**src/inc/fmv_cfg.svh**
```systemverilog
// Register map, field positions, command codes and limits of the margin, verify and program sequencer.
// Assumes a byte-addressed 32-bit Avalon-MM bus and a 16-bit word-wide data-flash port.
`ifndef FMV_CFG_SVH
`define FMV_CFG_SVH
// ----------------------------------------
// Register offsets
// ----------------------------------------
`define FMV_OFF_STAT 8'h00
`define FMV_OFF_IDX 8'h04
`define FMV_OFF_PARAM 8'h08
`define FMV_OFF_MARGIN 8'h0c
`define FMV_OFF_CFG 8'h10
// ----------------------------------------
// Field positions
// ----------------------------------------
`define FMV_ST_COMMAND_COMPLETE_FLAG 7
`define FMV_ST_ACCESS_ERROR_FLAG 5
`define FMV_ST_PROTECTION_VIOLATION_FLAG 4
`define FMV_ST_MG1 1
`define FMV_ST_MG0 0
`define FMV_CFG_SPECIAL 0
`define FMV_CFG_DFPROT 1
`define FMV_CMD_MSB 15
`define FMV_CMD_LSB 8
// ----------------------------------------
// Commands, slots and indices
// ----------------------------------------
`define FMV_CMD_USER 8'h0d
`define FMV_CMD_FIELD 8'h0e
`define FMV_CMD_EV 8'h10
`define FMV_CMD_PROG 8'h11
`define FMV_NSLOT 6
`define FMV_IDX_MARGIN 3'h1
`define FMV_IDX_EV 3'h2
`define FMV_IDX_PMIN 3'h2
`define FMV_IDX_PMAX 3'h5
`define FMV_IDX_ONE 3'h1
`define FMV_SLOT_ADDR 1
`define FMV_SLOT_DATA 2
`define FMV_SLOT_DATA3 3'h2
// ----------------------------------------
// Blocks, margins and array limits
// ----------------------------------------
`define FMV_BLK_PF 2'h0
`define FMV_BLK_DF 2'h1
`define FMV_MRG_NORMAL 3'h0
`define FMV_MRG_USER_MAX 16'h0002
`define FMV_MRG_FIELD_MAX 16'h0004
`define FMV_DF_GHI 2'h0
`define FMV_DF_LO 16'h0400
`define FMV_DF_HI 16'h13ff
`define FMV_DF_LIMIT 18'h01400
`define FMV_ERASED 16'hffff
`endif

```
**src/inc/fmv_pkg.sv**
```systemverilog
// Types shared by the sequencer and its helpers.
// Assumes fmv_cfg.svh supplies all numeric constants.
package fmv_pkg;
  typedef logic [15:0] fmv_word_t;
  typedef logic [17:0] fmv_gaddr_t;
  typedef logic [2:0] fmv_margin_t;
  typedef enum logic [1:0] {ST_IDLE = 2'b00, ST_CHECK = 2'b01, ST_ISSUE = 2'b11, ST_WAIT = 2'b10} fmv_state_t;
  typedef enum logic {PH_WR = 1'b0, PH_RD = 1'b1} fmv_phase_t;
endpackage

```
**src/verilog/fmv_range_chk.sv**
```systemverilog
// Address check of a data-flash word section.
// Assumes word addresses in bytes, words two bytes apart.
`timescale 1ns/1ps
`include "fmv_cfg.svh"
module fmv_range_chk
(
  input wire logic [1:0] gaddr_hi,
  input wire fmv_pkg::fmv_word_t gaddr_lo,
  input wire fmv_pkg::fmv_word_t nwords,
  output logic addr_bad,
  output logic misaligned,
  output logic breach
);
  import fmv_pkg::*;
  logic [17:0] end_excl;
  // Section end, one past the last byte
  assign end_excl = {2'h0, gaddr_lo} + {1'b0, nwords, 1'b0};
  assign addr_bad = (gaddr_hi != `FMV_DF_GHI) || (gaddr_lo < `FMV_DF_LO) || (gaddr_lo > `FMV_DF_HI);
  assign misaligned = gaddr_lo[0];
  assign breach = end_excl > `FMV_DF_LIMIT;
endmodule

```
**src/verilog/fmv_flash_port.sv**
```systemverilog
// Single-access handshake toward the data-flash array.
// Assumes the array answers each request with a one-cycle df_ack.
`timescale 1ns/1ps
`include "fmv_cfg.svh"
module fmv_flash_port
(
  input wire logic mclk,
  input wire logic sys_rst,
  input wire logic start,
  input wire logic we,
  input wire fmv_pkg::fmv_gaddr_t addr,
  input wire fmv_pkg::fmv_word_t wdata,
  output logic done,
  output fmv_pkg::fmv_word_t rdata,
  output logic rd_err,
  output logic rd_uncorr,
  output logic df_req,
  output logic df_we,
  output fmv_pkg::fmv_gaddr_t df_addr,
  output fmv_pkg::fmv_word_t df_wdata,
  input wire logic df_ack,
  input wire fmv_pkg::fmv_word_t df_rdata,
  input wire logic df_err,
  input wire logic df_uncorr
);
  import fmv_pkg::*;
  logic ack_take;
  assign ack_take = df_req && df_ack;
  // Request stays up until the array acknowledges
  always_ff @(posedge mclk or posedge sys_rst)
  begin
    if (sys_rst)
    begin
      df_req <= 1'b0;
      df_we <= 1'b0;
      df_addr <= '0;
      df_wdata <= '0;
    end
    else if (start)
    begin
      df_req <= 1'b1;
      df_we <= we;
      df_addr <= addr;
      df_wdata <= wdata;
    end
    else if (ack_take)
      df_req <= 1'b0;
  end
  // Answer captured with the acknowledge
  always_ff @(posedge mclk or posedge sys_rst)
  begin
    if (sys_rst)
    begin
      done <= 1'b0;
      rdata <= '0;
      rd_err <= 1'b0;
      rd_uncorr <= 1'b0;
    end
    else
    begin
      done <= ack_take;
      if (ack_take)
      begin
        rdata <= df_rdata;
        rd_err <= df_err && !df_we;
        rd_uncorr <= df_uncorr && !df_we;
      end
    end
  end
endmodule

```
**src/verilog/fmv_seq.sv**
```systemverilog
// Flash command sequencer: margin levels, data-flash erase-verify and program.
// Assumes an Avalon-MM master on the register side and one data-flash array port.
//
// Register access over Avalon-MM and the register addresses were left to the implementer.
`timescale 1ns/1ps
`include "fmv_cfg.svh"
module fmv_seq
(
  input wire logic mclk,
  input wire logic sys_rst,
  input wire logic [7:0] avs_address,
  input wire logic avs_read,
  input wire logic avs_write,
  input wire logic [3:0] avs_byteenable,
  input wire logic [31:0] avs_writedata,
  output logic [31:0] avs_readdata,
  output logic avs_waitrequest,
  output fmv_pkg::fmv_margin_t pf_read_margin,
  output fmv_pkg::fmv_margin_t df_read_margin,
  output logic df_req,
  output logic df_we,
  output fmv_pkg::fmv_gaddr_t df_addr,
  output fmv_pkg::fmv_word_t df_wdata,
  input wire logic df_ack,
  input wire fmv_pkg::fmv_word_t df_rdata,
  input wire logic df_err,
  input wire logic df_uncorr
);
  import fmv_pkg::*;
  fmv_state_t state, next_state;
  fmv_phase_t phase, next_phase;
  fmv_word_t slot [`FMV_NSLOT];
  fmv_word_t wptr, next_wptr, cnt, next_cnt;
  logic [2:0] idx;
  logic command_complete_flag, next_command_complete_flag, access_error_flag, next_access_error_flag, protection_violation_flag, next_protection_violation_flag;
  logic mg1, next_mg1, mg0, next_mg0;
  logic special, dfprot;
  fmv_margin_t next_pf, next_df;
  // ----------------------------------------
  // Avalon-MM slave
  // ----------------------------------------
  logic acc_req, wr_hit, sel_stat, sel_idx, sel_param, sel_margin, sel_cfg;
  logic launch, w1c_acc, w1c_fpv, slot_wr_ok;
  logic [31:0] rd_mux;
  // One wait cycle: request seen with waitrequest high, answered on the next edge
  assign acc_req = (avs_read || avs_write) && avs_waitrequest;
  assign wr_hit = avs_write && !avs_waitrequest;
  assign sel_stat = avs_address == `FMV_OFF_STAT;
  assign sel_idx = avs_address == `FMV_OFF_IDX;
  assign sel_param = avs_address == `FMV_OFF_PARAM;
  assign sel_margin = avs_address == `FMV_OFF_MARGIN;
  assign sel_cfg = avs_address == `FMV_OFF_CFG;
  assign launch = wr_hit && sel_stat && avs_byteenable[0] && avs_writedata[`FMV_ST_COMMAND_COMPLETE_FLAG] && command_complete_flag;
  assign w1c_acc = wr_hit && sel_stat && avs_byteenable[0] && avs_writedata[`FMV_ST_ACCESS_ERROR_FLAG] && command_complete_flag;
  assign w1c_fpv = wr_hit && sel_stat && avs_byteenable[0] && avs_writedata[`FMV_ST_PROTECTION_VIOLATION_FLAG] && command_complete_flag;
  // Parameters are frozen while a command runs
  assign slot_wr_ok = wr_hit && sel_param && command_complete_flag && (idx < 3'(`FMV_NSLOT));
  // Read mux, unmapped addresses read zero
  always_comb
  begin
    rd_mux = 32'h0000_0000;
    if (sel_stat)
    begin
      rd_mux[`FMV_ST_COMMAND_COMPLETE_FLAG] = command_complete_flag;
      rd_mux[`FMV_ST_ACCESS_ERROR_FLAG] = access_error_flag;
      rd_mux[`FMV_ST_PROTECTION_VIOLATION_FLAG] = protection_violation_flag;
      rd_mux[`FMV_ST_MG1] = mg1;
      rd_mux[`FMV_ST_MG0] = mg0;
    end
    else if (sel_idx)
      rd_mux[2:0] = idx;
    else if (sel_param)
      rd_mux[15:0] = (idx < 3'(`FMV_NSLOT)) ? slot[idx] : 16'h0000;
    else if (sel_margin)
      rd_mux[10:0] = {df_read_margin, 5'h00, pf_read_margin};
    else if (sel_cfg)
      rd_mux[1:0] = {dfprot, special};
  end
  always_ff @(posedge mclk or posedge sys_rst)
  begin
    if (sys_rst)
    begin
      avs_waitrequest <= 1'b1;
      avs_readdata <= 32'h0000_0000;
    end
    else
    begin
      avs_waitrequest <= !acc_req;
      if (acc_req && avs_read)
        avs_readdata <= rd_mux;
    end
  end
  // Index, configuration and parameter slots
  always_ff @(posedge mclk or posedge sys_rst)
  begin
    if (sys_rst)
    begin
      idx <= 3'h0;
      special <= 1'b0;
      dfprot <= 1'b0;
      for (int i = 0; i < `FMV_NSLOT; i++)
        slot[i] <= 16'h0000;
    end
    else
    begin
      if (wr_hit && sel_idx && command_complete_flag && avs_byteenable[0])
        idx <= avs_writedata[2:0];
      if (wr_hit && sel_cfg && command_complete_flag && avs_byteenable[0])
      begin
        special <= avs_writedata[`FMV_CFG_SPECIAL];
        dfprot <= avs_writedata[`FMV_CFG_DFPROT];
      end
      if (slot_wr_ok && avs_byteenable[0])
        slot[idx][7:0] <= avs_writedata[7:0];
      if (slot_wr_ok && avs_byteenable[1])
        slot[idx][15:8] <= avs_writedata[15:8];
    end
  end
  // ----------------------------------------
  // Launch checks
  // ----------------------------------------
  logic [7:0] cmd;
  logic is_user, is_field, is_margin, is_ev, is_prog, known;
  logic blk_ok, set_ok, mode_ok, margin_err, ev_err, prog_err, idx_prog_ok;
  logic addr_bad, misal, breach, last, bad_word;
  fmv_word_t nwords, prog_words, expect_word;
  logic [2:0] data_slot;
  fmv_gaddr_t word_addr;
  assign cmd = slot[0][`FMV_CMD_MSB:`FMV_CMD_LSB];
  assign is_user = cmd == `FMV_CMD_USER;
  assign is_field = cmd == `FMV_CMD_FIELD;
  assign is_ev = cmd == `FMV_CMD_EV;
  assign is_prog = cmd == `FMV_CMD_PROG;
  assign is_margin = is_user || is_field;
  assign known = is_margin || is_ev || is_prog;
  assign blk_ok = (slot[0][1:0] == `FMV_BLK_PF) || (slot[0][1:0] == `FMV_BLK_DF);
  // Field settings extend the user range by two levels
  assign set_ok = is_field ? (slot[1] <= `FMV_MRG_FIELD_MAX) : (slot[1] <= `FMV_MRG_USER_MAX);
  assign mode_ok = !is_field || special;
  assign margin_err = (idx != `FMV_IDX_MARGIN) || !mode_ok || !blk_ok || !set_ok;
  // Count from the launch index, one word per slot beyond slot 1
  assign prog_words = {13'h0000, idx - `FMV_IDX_ONE};
  assign nwords = is_ev ? slot[`FMV_SLOT_DATA] : prog_words;
  assign idx_prog_ok = (idx >= `FMV_IDX_PMIN) && (idx <= `FMV_IDX_PMAX);
  assign ev_err = (idx != `FMV_IDX_EV) || addr_bad || misal || breach;
  assign prog_err = !idx_prog_ok || addr_bad || misal || breach;
  assign last = wptr == (cnt - 16'h0001);
  assign data_slot = wptr[2:0] + `FMV_SLOT_DATA3;
  assign word_addr = {slot[0][1:0], slot[`FMV_SLOT_ADDR]} + {1'b0, wptr, 1'b0};
  fmv_range_chk u_range
  (
    .gaddr_hi(slot[0][1:0]),
    .gaddr_lo(slot[`FMV_SLOT_ADDR]),
    .nwords(nwords),
    .addr_bad(addr_bad),
    .misaligned(misal),
    .breach(breach)
  );
  // ----------------------------------------
  // Array access
  // ----------------------------------------
  logic port_done, rd_err, rd_uncorr;
  fmv_word_t rdata;
  fmv_flash_port u_port
  (
    .mclk(mclk),
    .sys_rst(sys_rst),
    .start(state == ST_ISSUE),
    .we(phase == PH_WR),
    .addr(word_addr),
    .wdata(slot[data_slot]),
    .done(port_done),
    .rdata(rdata),
    .rd_err(rd_err),
    .rd_uncorr(rd_uncorr),
    .df_req(df_req),
    .df_we(df_we),
    .df_addr(df_addr),
    .df_wdata(df_wdata),
    .df_ack(df_ack),
    .df_rdata(df_rdata),
    .df_err(df_err),
    .df_uncorr(df_uncorr)
  );
  // Erase-verify expects blank words, program verify expects the written value
  assign expect_word = is_ev ? `FMV_ERASED : slot[data_slot];
  assign bad_word = rdata != expect_word;
  // ----------------------------------------
  // Command state machine
  // ----------------------------------------
  always_comb
  begin
    next_state = state;
    next_phase = phase;
    next_wptr = wptr;
    next_cnt = cnt;
    next_command_complete_flag = command_complete_flag;
    next_access_error_flag = access_error_flag && !w1c_acc;
    next_protection_violation_flag = protection_violation_flag && !w1c_fpv;
    next_mg1 = mg1;
    next_mg0 = mg0;
    next_pf = pf_read_margin;
    next_df = df_read_margin;
    case (state)
      ST_IDLE:
        if (launch)
        begin
          next_state = ST_CHECK;
          next_command_complete_flag = 1'b0;
          next_access_error_flag = 1'b0;
          next_protection_violation_flag = 1'b0;
          next_mg1 = 1'b0;
          next_mg0 = 1'b0;
        end
      ST_CHECK:
      begin
        next_state = ST_IDLE;
        next_command_complete_flag = 1'b1;
        if (!known || (is_margin && margin_err) || (is_ev && ev_err) || (is_prog && prog_err))
          next_access_error_flag = 1'b1;
        else if (is_margin)
        begin
          // Program-flash level reaches both arrays, data-flash level only its own
          next_df = slot[1][2:0];
          if (slot[0][1:0] == `FMV_BLK_PF)
            next_pf = slot[1][2:0];
        end
        else if (is_prog && dfprot)
          next_protection_violation_flag = 1'b1;
        else if (nwords != 16'h0000)
        begin
          next_state = ST_ISSUE;
          next_command_complete_flag = 1'b0;
          next_cnt = nwords;
          next_wptr = 16'h0000;
          next_phase = is_ev ? PH_RD : PH_WR;
        end
      end
      ST_ISSUE:
        next_state = ST_WAIT;
      ST_WAIT:
        if (port_done)
        begin
          next_state = ST_ISSUE;
          next_wptr = wptr + 16'h0001;
          if (phase == PH_WR)
          begin
            // After the last write the same words are read back
            if (last)
            begin
              next_phase = PH_RD;
              next_wptr = 16'h0000;
            end
          end
          else
          begin
            next_mg1 = mg1 || rd_err || bad_word;
            next_mg0 = mg0 || rd_uncorr || (is_ev && bad_word);
            if (last)
            begin
              next_state = ST_IDLE;
              next_command_complete_flag = 1'b1;
            end
          end
        end
      default:
        next_state = ST_IDLE;
    endcase
  end
  // Margin levels survive until the next margin command or reset
  always_ff @(posedge mclk or posedge sys_rst)
  begin
    if (sys_rst)
    begin
      state <= ST_IDLE;
      phase <= PH_WR;
      wptr <= 16'h0000;
      cnt <= 16'h0000;
      command_complete_flag <= 1'b1;
      access_error_flag <= 1'b0;
      protection_violation_flag <= 1'b0;
      mg1 <= 1'b0;
      mg0 <= 1'b0;
      pf_read_margin <= `FMV_MRG_NORMAL;
      df_read_margin <= `FMV_MRG_NORMAL;
    end
    else
    begin
      state <= next_state;
      phase <= next_phase;
      wptr <= next_wptr;
      cnt <= next_cnt;
      command_complete_flag <= next_command_complete_flag;
      access_error_flag <= next_access_error_flag;
      protection_violation_flag <= next_protection_violation_flag;
      mg1 <= next_mg1;
      mg0 <= next_mg0;
      pf_read_margin <= next_pf;
      df_read_margin <= next_df;
    end
  end
  // ----------------------------------------
  // Assertions
  // ----------------------------------------
  busy_flag_low_a: assert property (@(posedge mclk) disable iff (sys_rst) (state != ST_IDLE) |-> !command_complete_flag)
    else $error("complete flag high while busy");
  launch_clears_a: assert property (@(posedge mclk) disable iff (sys_rst)
    launch |=> !command_complete_flag && !access_error_flag && !protection_violation_flag && !mg1 && !mg0 ##1 (state != ST_CHECK))
    else $error("launch did not clear flags");
  margin_apply_a: assert property (@(posedge mclk) disable iff (sys_rst)
    (state == ST_CHECK && is_margin && !margin_err) |=> command_complete_flag && df_read_margin == $past(slot[1][2:0]))
    else $error("margin level not applied");
  pf_both_a: assert property (@(posedge mclk) disable iff (sys_rst)
    (state == ST_CHECK && is_margin && !margin_err && slot[0][1:0] == `FMV_BLK_PF)
    |=> pf_read_margin == df_read_margin)
    else $error("program-flash level missed data-flash");
  df_only_a: assert property (@(posedge mclk) disable iff (sys_rst)
    (state == ST_CHECK && slot[0][1:0] == `FMV_BLK_DF) |=> $stable(pf_read_margin))
    else $error("data-flash level changed program-flash");
  user_idx_err_a: assert property (@(posedge mclk) disable iff (sys_rst)
    (state == ST_CHECK && is_user && idx != `FMV_IDX_MARGIN) |=> access_error_flag && command_complete_flag && !mg1 && !mg0)
    else $error("user margin index error missed");
  field_mode_a: assert property (@(posedge mclk) disable iff (sys_rst)
    (state == ST_CHECK && is_field && !special) |=> access_error_flag && !protection_violation_flag && $stable(df_read_margin))
    else $error("field margin outside special mode");
  ev_idx_err_a: assert property (@(posedge mclk) disable iff (sys_rst)
    (state == ST_CHECK && is_ev && idx != `FMV_IDX_EV) |=> access_error_flag && state == ST_IDLE)
    else $error("erase-verify index error missed");
  blank_fail_a: assert property (@(posedge mclk) disable iff (sys_rst)
    (state == ST_WAIT && port_done && is_ev && bad_word) |=> mg1 && mg0)
    else $error("blank check failure not flagged");
  ev_no_prot_a: assert property (@(posedge mclk) disable iff (sys_rst) (is_ev && state != ST_IDLE) |-> !protection_violation_flag)
    else $error("protection flag on erase-verify");
  prog_idx_err_a: assert property (@(posedge mclk) disable iff (sys_rst)
    (state == ST_CHECK && is_prog && (idx < `FMV_IDX_PMIN || idx > `FMV_IDX_PMAX)) |=> access_error_flag)
    else $error("program index error missed");
  margin_hold_a: assert property (@(posedge mclk) disable iff (sys_rst)
    (state != ST_CHECK) |=> $stable(pf_read_margin) && $stable(df_read_margin))
    else $error("margin changed without command");
  wait_one_a: assert property (@(posedge mclk) disable iff (sys_rst) !avs_waitrequest |=> avs_waitrequest)
    else $error("waitrequest low two cycles");
endmodule

```
**config.mk**
```make
export PLATFORM = sky130hd
export DESIGN_NAME = fmv_seq
export DESIGN_NICKNAME = d
export VERILOG_FILES = /design/src/inc/fmv_pkg.sv /design/src/verilog/fmv_range_chk.sv /design/src/verilog/fmv_flash_port.sv /design/src/verilog/fmv_seq.sv
export VERILOG_INCLUDE_DIRS = /design/src /design/src/inc
export SDC_FILE = /design/constraint.sdc
export NUM_CORES = 1
export LEC_CHECK = 0
export BUFFER_PORTS_ARGS = -buffer_cell sky130_fd_sc_hd__buf_2
export CORE_MARGIN = 2
export CORE_UTILIZATION = 60
export CTS_BUF_LIST = sky130_fd_sc_hd__clkbuf_16
export DETAILED_ROUTE_END_ITERATION = 10
export PLACE_DENSITY = 0.78
export SETUP_SLACK_MARGIN = 0.05
export SYNTH_ARGS = -nofsm -noshare
export SYNTH_HDL_FRONTEND = slang
export SYNTH_SLANG_ARGS = --single-unit
```
**constraint.sdc**
```tcl
create_clock -name mclk -period 9.5 [get_ports mclk]
set_input_delay 2.85 -clock mclk [delete_from_list [all_inputs] [get_ports mclk]]
set_output_delay 2.85 -clock mclk [all_outputs]
set_load 0.01 [all_outputs]
```
### Word-level counts from Yosys, hierarchy flattened

Index checks and enable logic that the tools add are counted.

* register bits: 219
* word-level logic and storage cells: 244
* output and inout port bits: 75
* input port bits: 67

* reduce and logical (&&, ||, !) cells: 85
* add/sub/neg operators: 6
* mux-type cells: 82
* magnitude comparators: 11
* bitwise operators: 6
* equal/unequal tests: 24

Operators by type and width (number)
* $mux 16: 15
* $bwmux 96: 2
* $mux 96: 2
* $bmux 16 s3: 2
* $demux 16 s3: 2
* $logic_and 1x1->1: 34
* $eq 8x4->1 const B: 4
* $pmux 16 s2: 1
* $mux 1: 31
* $mux 2: 13
* $eq 8x5->1 const B: 3
* $logic_or 1x1->1: 24
* $add 16x17->18: 1
* $add 18x17->18: 1
* $gt 18x13->1 const B: 1
* $add 16x1->16 const B: 1
* $eq 16x16->1: 1
* $gt 16x13->1 const B: 1
* $le 16x2->1 const B: 1
* $le 16x3->1 const B: 1
* $lt 16x11->1 const B: 1
* $mux 8: 2
* $ne 16x16->1: 1
* $reduce_bool 16->1: 1
* 35 further kinds: 68

### Logic depth before layout (Yosys ltp)

* depth in word-level cells: 13
* depth in mapped cells: 18
* gate-level depth less buffers: 16

### Cells and area by module

From an unflattened synthesis, not the netlist that was laid out.

* cells, all modules: 1322
* area, all modules: 13734.4 sq um

By module, submodules not included
* fmv_seq: sequential area each 4106.4 sq um, times used 1, cells an instance 1083, area an instance 10774.1 sq um
* fmv_flash_port: sequential area each 1376.3 sq um, times used 1, cells an instance 120, area an instance 2105.8 sq um
* fmv_range_chk: sequential area each 0.0 sq um, times used 1, cells an instance 119, area an instance 854.6 sq um

### Worst setup path after synthesis

Ideal clock, no wire load.

* kind: input-to-reg
* start: input avs_address[6]
* end: register slot[10] (netlist name)
* data required time: 9.375 ns
* data arrival time: 5.119 ns
* setup time: 0.125 ns
* path buffers: 1
* stages on the path: 8
* slack: 4.256 ns
* path through: or4_1 -> nor3_1 -> nand2_1 -> a211oi_1 -> and3_1 -> clkbuf_1 -> nand3_1 -> mux2_2

* cells in the longest elaborated chain, start to end: 8
* elaborated cells on any way between the ends: 9
* those cells by class: eq/ne (1); mux (3); reduce/logical (5)

RTL lines
* start, declared: line fmv_seq.sv:11 `input wire logic [7:0] avs_address,`
* $eq 8x4->1 (no source line) (*)
* $logic_and 1x1->1 (*) (3 in series): line fmv_seq.sv:57 `` assign slot_wr_ok = wr_hit && sel_param && command_complete_flag && (idx < 3'(`FMV_NSLOT)); ``
* $logic_and 1x1->1: line fmv_seq.sv:113 `if (slot_wr_ok && avs_byteenable[0])`
* $mux 96: line fmv_seq.sv:113
* $bwmux 96: line fmv_seq.sv:116 `slot[idx][15:8] <= avs_writedata[15:8];`
* $mux 96 (*): line fmv_seq.sv:115 `if (slot_wr_ok && avs_byteenable[1])`
* end signal, assigned by index: line fmv_seq.sv:114 `slot[idx][7:0] <= avs_writedata[7:0];`
* end signal, assigned by index: line fmv_seq.sv:116
* end, declared: line fmv_seq.sv:32 `` fmv_word_t slot [`FMV_NSLOT]; ``

Every way passes the cells marked *; elsewhere a longest branch is shown, timed or not.
A chain may end at the register's enable or synchronous reset.

### Final worst setup path

* start: register slot (netlist bit cmd[3])
* end: register wptr[15]

* elaborated cells on any way between the ends: 34
* those cells by class: add/sub (1); order compare (1); eq/ne (8); mux (2); reduce/logical (22)

RTL lines
* $eq 8x5->1 (no source line) (*)
* $mux 16 (*): line fmv_seq.sv:143 `` assign nwords = is_ev ? slot[`FMV_SLOT_DATA] : prog_words; ``
* net nwords[0]: line fmv_seq.sv:126 `fmv_word_t nwords, prog_words, expect_word;`
* $add 16x17->18: line fmv_range_chk.sv:17 `assign end_excl = {2'h0, gaddr_lo} + {1'b0, nwords, 1'b0};`
* $gt 18x13->1 (no source line)
* $logic_or 1x1->1: line fmv_seq.sv:145 `` assign ev_err = (idx != `FMV_IDX_EV) || addr_bad || misal || breach; ``
* $logic_and 1x1->1: line fmv_seq.sv:219 `if (!known || (is_margin && margin_err) || (is_ev && ev_err) || (is_prog && prog_err))`
* $logic_or 1x1->1 (2 in series): line fmv_seq.sv:219
* $ne 2x2->1 (no source line)
* $reduce_and 6->1 (no source line) (*)
* end signal, assigned: line fmv_seq.sv:291 `wptr <= next_wptr;`
* end, declared: line fmv_seq.sv:33 `fmv_word_t wptr, next_wptr, cnt, next_cnt;`

The timed path passes the listed nets; every way through them passes the cells marked *.

==> results by group <==
CTS
  – Hold buffer count at cts: 0
  – # Post-CTS Setup Buffers: 0
  – Clock Latency Late Sink: 550 ps
  – CTS tree: built
  – Clock sinks: 219
  – CTS Buffer Depth: 3
  – Number of gates resized after CTS: 0
  – Clock root cell: clkbuf_16
  – H-tree lvl count: 1
  – Clock transition at path regs: 60 ps
  – TritonCTS Buffers: 24

Die
  – Core area: 0.02189 mm^2
  – Die area: 0.02364 mm^2
  – I/O pin count: 142
  – Die Y: 153.8 um
  – # rows: 54
  – Initial core utilization: 61.47%
  – Die X: 153.8 um

Worst hold path
  – Hold Crit Class: register to register

Placed design
  – Port Buffer Count: 107
  – HPWL after DPL: 27690 um
  – Cell area after placement: 0.01414 mm^2
  – DP Cell Count: 1612
  – GPL Wtd Cong: 0.9478

Timing
  – Endpoints failing hold: 0
  – Worst slew margin: 13.58%
  – Fin crit period: 6992 ps
  – Setup tns final: 0 ps
  – FMAX: 143.0 MHz
  – RSZ-0062 raised after global routing: false
  – Setup-failing EPs final: 0
  – Final clock skew: 10.96 ps
  – Pins Over Slew Limit: 0
  – Worst-Margin Slew: 1294 ps
  – Tcrit/Tclk final: 73.60%

Layout
  – Final instance area: 0.01490 mm^2
  – Post-route insts no fill: 1655
  – Area grow syn2layout: 10.72%
  – NumNets Final: 1466
  – Layout cell share with drive strength beyond 1: 25.82%
  – Fill count: 1681
  – Multi-input gate area: 0.007527 mm^2
  – Antenna cells: 0
  – Register Area: 0.005483 mm^2

Routing
  – WL/cell: 23.64 um
  – Via-to-Cell Ratio: 6.734
  – Via count: 11140
  – Routed length on met3: 3268 um
  – M1 WL: 15710 um
  – Drt total wl: 39120 um
  – Met2 WL: 18180 um
  – DRT Pass-1 Iters: 6
  – Drt drc: 0
  – Antenna Nets Post-Route: 0
  – Iteration-0 DRC Markers: 1288
  – Highest routed layer: met4

Run status
  – Outcome: completed

Yosys
  – Register bit total from synthesis: 219
  – Cells after Synth: 1271
  – Avg Inst Size Synth: 10.59 um^2
  – Syn. warnings: 0
  – Number of synthesized flops with an enable pin: 0
  – Post-synthesis cell type count: 82
  – Post-synthesis cell area: 0.01346 mm^2
  – Ys async rst share: 100.0%
  – Register area share after synthesis: 40.74%
  – Post-synth top flop: dfrtp_1

Power and ir drop
  – Leakage power: 7.187 nW
  – VDD IR-drop max: 0.1794 mV
  – PD cells: 164.1 mW/mm^2

Setup path
  – Worst Path Max Fanout: 27
  – Required time worst endpoint: 9940 ps
  – Crit Path Class: register to register
  – CP Cell Sequence: or4b_1, nor3_4, mux2i_1, inv_1, ha_1, inv_1, fa_1, nand2b_1, a221oi_1, o311ai_0, a2111oi_0, nand3b_1, or4b_1, o31ai_2, nand3_1, o31ai_1
  – Critical Path Slowest Stage Cell: nor3_4
  – CP max stage delay: 960 ps
  – CP endpoint kind: register
  – Worst Setup Start Kind: register
  – Critical path arrival: 7430 ps

Global routing
  – Initial antenna violation count: 0
  – Largest net degree at the start of global routing: 146
  – First-pass GRT wire length: 61230 um
  – Global Route Usage Sum: 32.81%
  – Total gr overflow: 0
  – Vias in the first global route: 10880

Run
  – Total of max-cap violations: 0
[synth_stat cells, drive strengths merged (10+ instances only)]
master	number	area share, %
nor2	82	2.3
nor4	15	0.70
and3	14	0.65
clkbuf	39	1.1
o21ai	51	1.9
a31oi	12	0.56
mux2i	36	2.7
nand2	58	1.6
xnor2	31	2.0
inv	41	1.1
o22ai	14	0.65
mux4	18	3.0
nor3	20	0.86
a22o	10	0.65
dfrtp	217	40
and2	20	0.93
a22oi	23	1.3
nand3	32	1.3
a211oi	15	0.84
buf	33	1.5
nand4	20	0.93
ha	39	3.6
a21oi	57	2.1
nand2b	12	0.56
a32o	11	0.82
xor2	14	0.91
mux2	169	14
nor4b	10	0.65
o31ai	28	1.6
[layout make-up]
cell class	instances	area share, %
repair buffers	118	4.148
clock inverters	19	1.041
inverters	42	1.108
well taps	280	2.351
flip-flops and latches	219	36.80
clock buffers	24	4.031
multi-input cells	953	50.52
[sequential cells by signal, summed over array words and instances (netlist names), 8 cells and up]
name             count
cnt                 16
wptr                16
u_port.df_addr      18
avs_readdata        16
u_port.rdata        16
u_port.df_wdata     16
slot                88
cmd                  8
[kinds of logic after synthesis]
kind of cell,Yosys count,share of synthesized area [%]
fa+ha+maj,41,3.924
mux,223,19.94
compound gates,293,15.20
simple gates,335,13.47
buf+inv,114,3.756
flops,219,40.74
xor+xnor,45,2.929
other cells,1,0.02787
[where the power goes]
group	switching (mW)	leakage, nW	internal [mW]
Combinational	0.262	3.85	0.172
Clock	0.394	0.389	0.514
Sequential	0.0766	2.95	1.03
[cells in the final DEF, fill, tap and decap left out, types with 20 or more instances in the layout]
master | netlist | routed
inv_1 | 41 | 45
nand4_1 | 20 | 20
o31ai_1 | 27 | 27
mux2_2 | 165 | 165
clkbuf_16 | 0 | 24
buf_2 | 5 | 107
a21oi_1 | 57 | 57
nor2_1 | 82 | 82
xnor2_1 | 31 | 31
nand3_1 | 31 | 31
o21ai_0 | 46 | 46
ha_1 | 39 | 38
a22oi_1 | 23 | 23
mux2i_1 | 36 | 36
dfrtp_1 | 217 | 217
nand2_1 | 58 | 58
and2_1 | 20 | 20
[critical path, delay by kind of cell, from the launching register on]
kind | cells | cell delay, ps
adders and majority gates | 2 | 420
buffers and inverters | 2 | 160
DFF | 1 | 450
muxes | 1 | 560
AOI/OAI and AO/OA | 5 | 2220
and+or+nand+nor | 6 | 3070
[metal layers]
metal,vias to the layer above,track usage (%)
li1,4975,-
met1,5480,44.51
met2,566,52.34
met3,123,5.073
met4,0,15.03
met5,-,0
[final timing paths]
kind                                             startpoint                     endpoint  slack [ps]  depth (start not counted)
worst min-delay path            avs_readdata[8]$_DFFE_PP0P_  avs_readdata[8]$_DFFE_PP0P_         480                          2
worst max register to register           cmd[3]$_DFFE_PP0P_         wptr[15]$_DFFE_PP0P_        2510                         16
min in group asynchronous                           sys_rst  avs_readdata[8]$_DFFE_PP0P_        2500                          2
worst max-delay path                     cmd[3]$_DFFE_PP0P_         wptr[15]$_DFFE_PP0P_        2510                         16
max in group asynchronous                           sys_rst           cnt[2]$_DFFE_PP0P_        5350                          3
worst min register to register  avs_readdata[8]$_DFFE_PP0P_  avs_readdata[8]$_DFFE_PP0P_         480                          2
[per-stage QoR]
| stage | total power [mW] | utilization [%] | setup slack (ps) | hold WS [ps] |
|---|---|---|---|---|
| after floorplan | 1.400 | - | 660.6 | 450.8 |
| after global placement | 1.530 | 64.61 | 2882 | 457.0 |
| after detailed placement | 1.546 | 64.61 | 2693 | 459.2 |
| after CTS | 2.442 | 68.06 | 2668 | 479.1 |
| after global routing | 2.535 | 68.06 | 2059 | 502.5 |
| final | 2.444 | 68.06 | 2508 | 480.2 |
No activity file was read; power rests on OpenSTA's default activity.
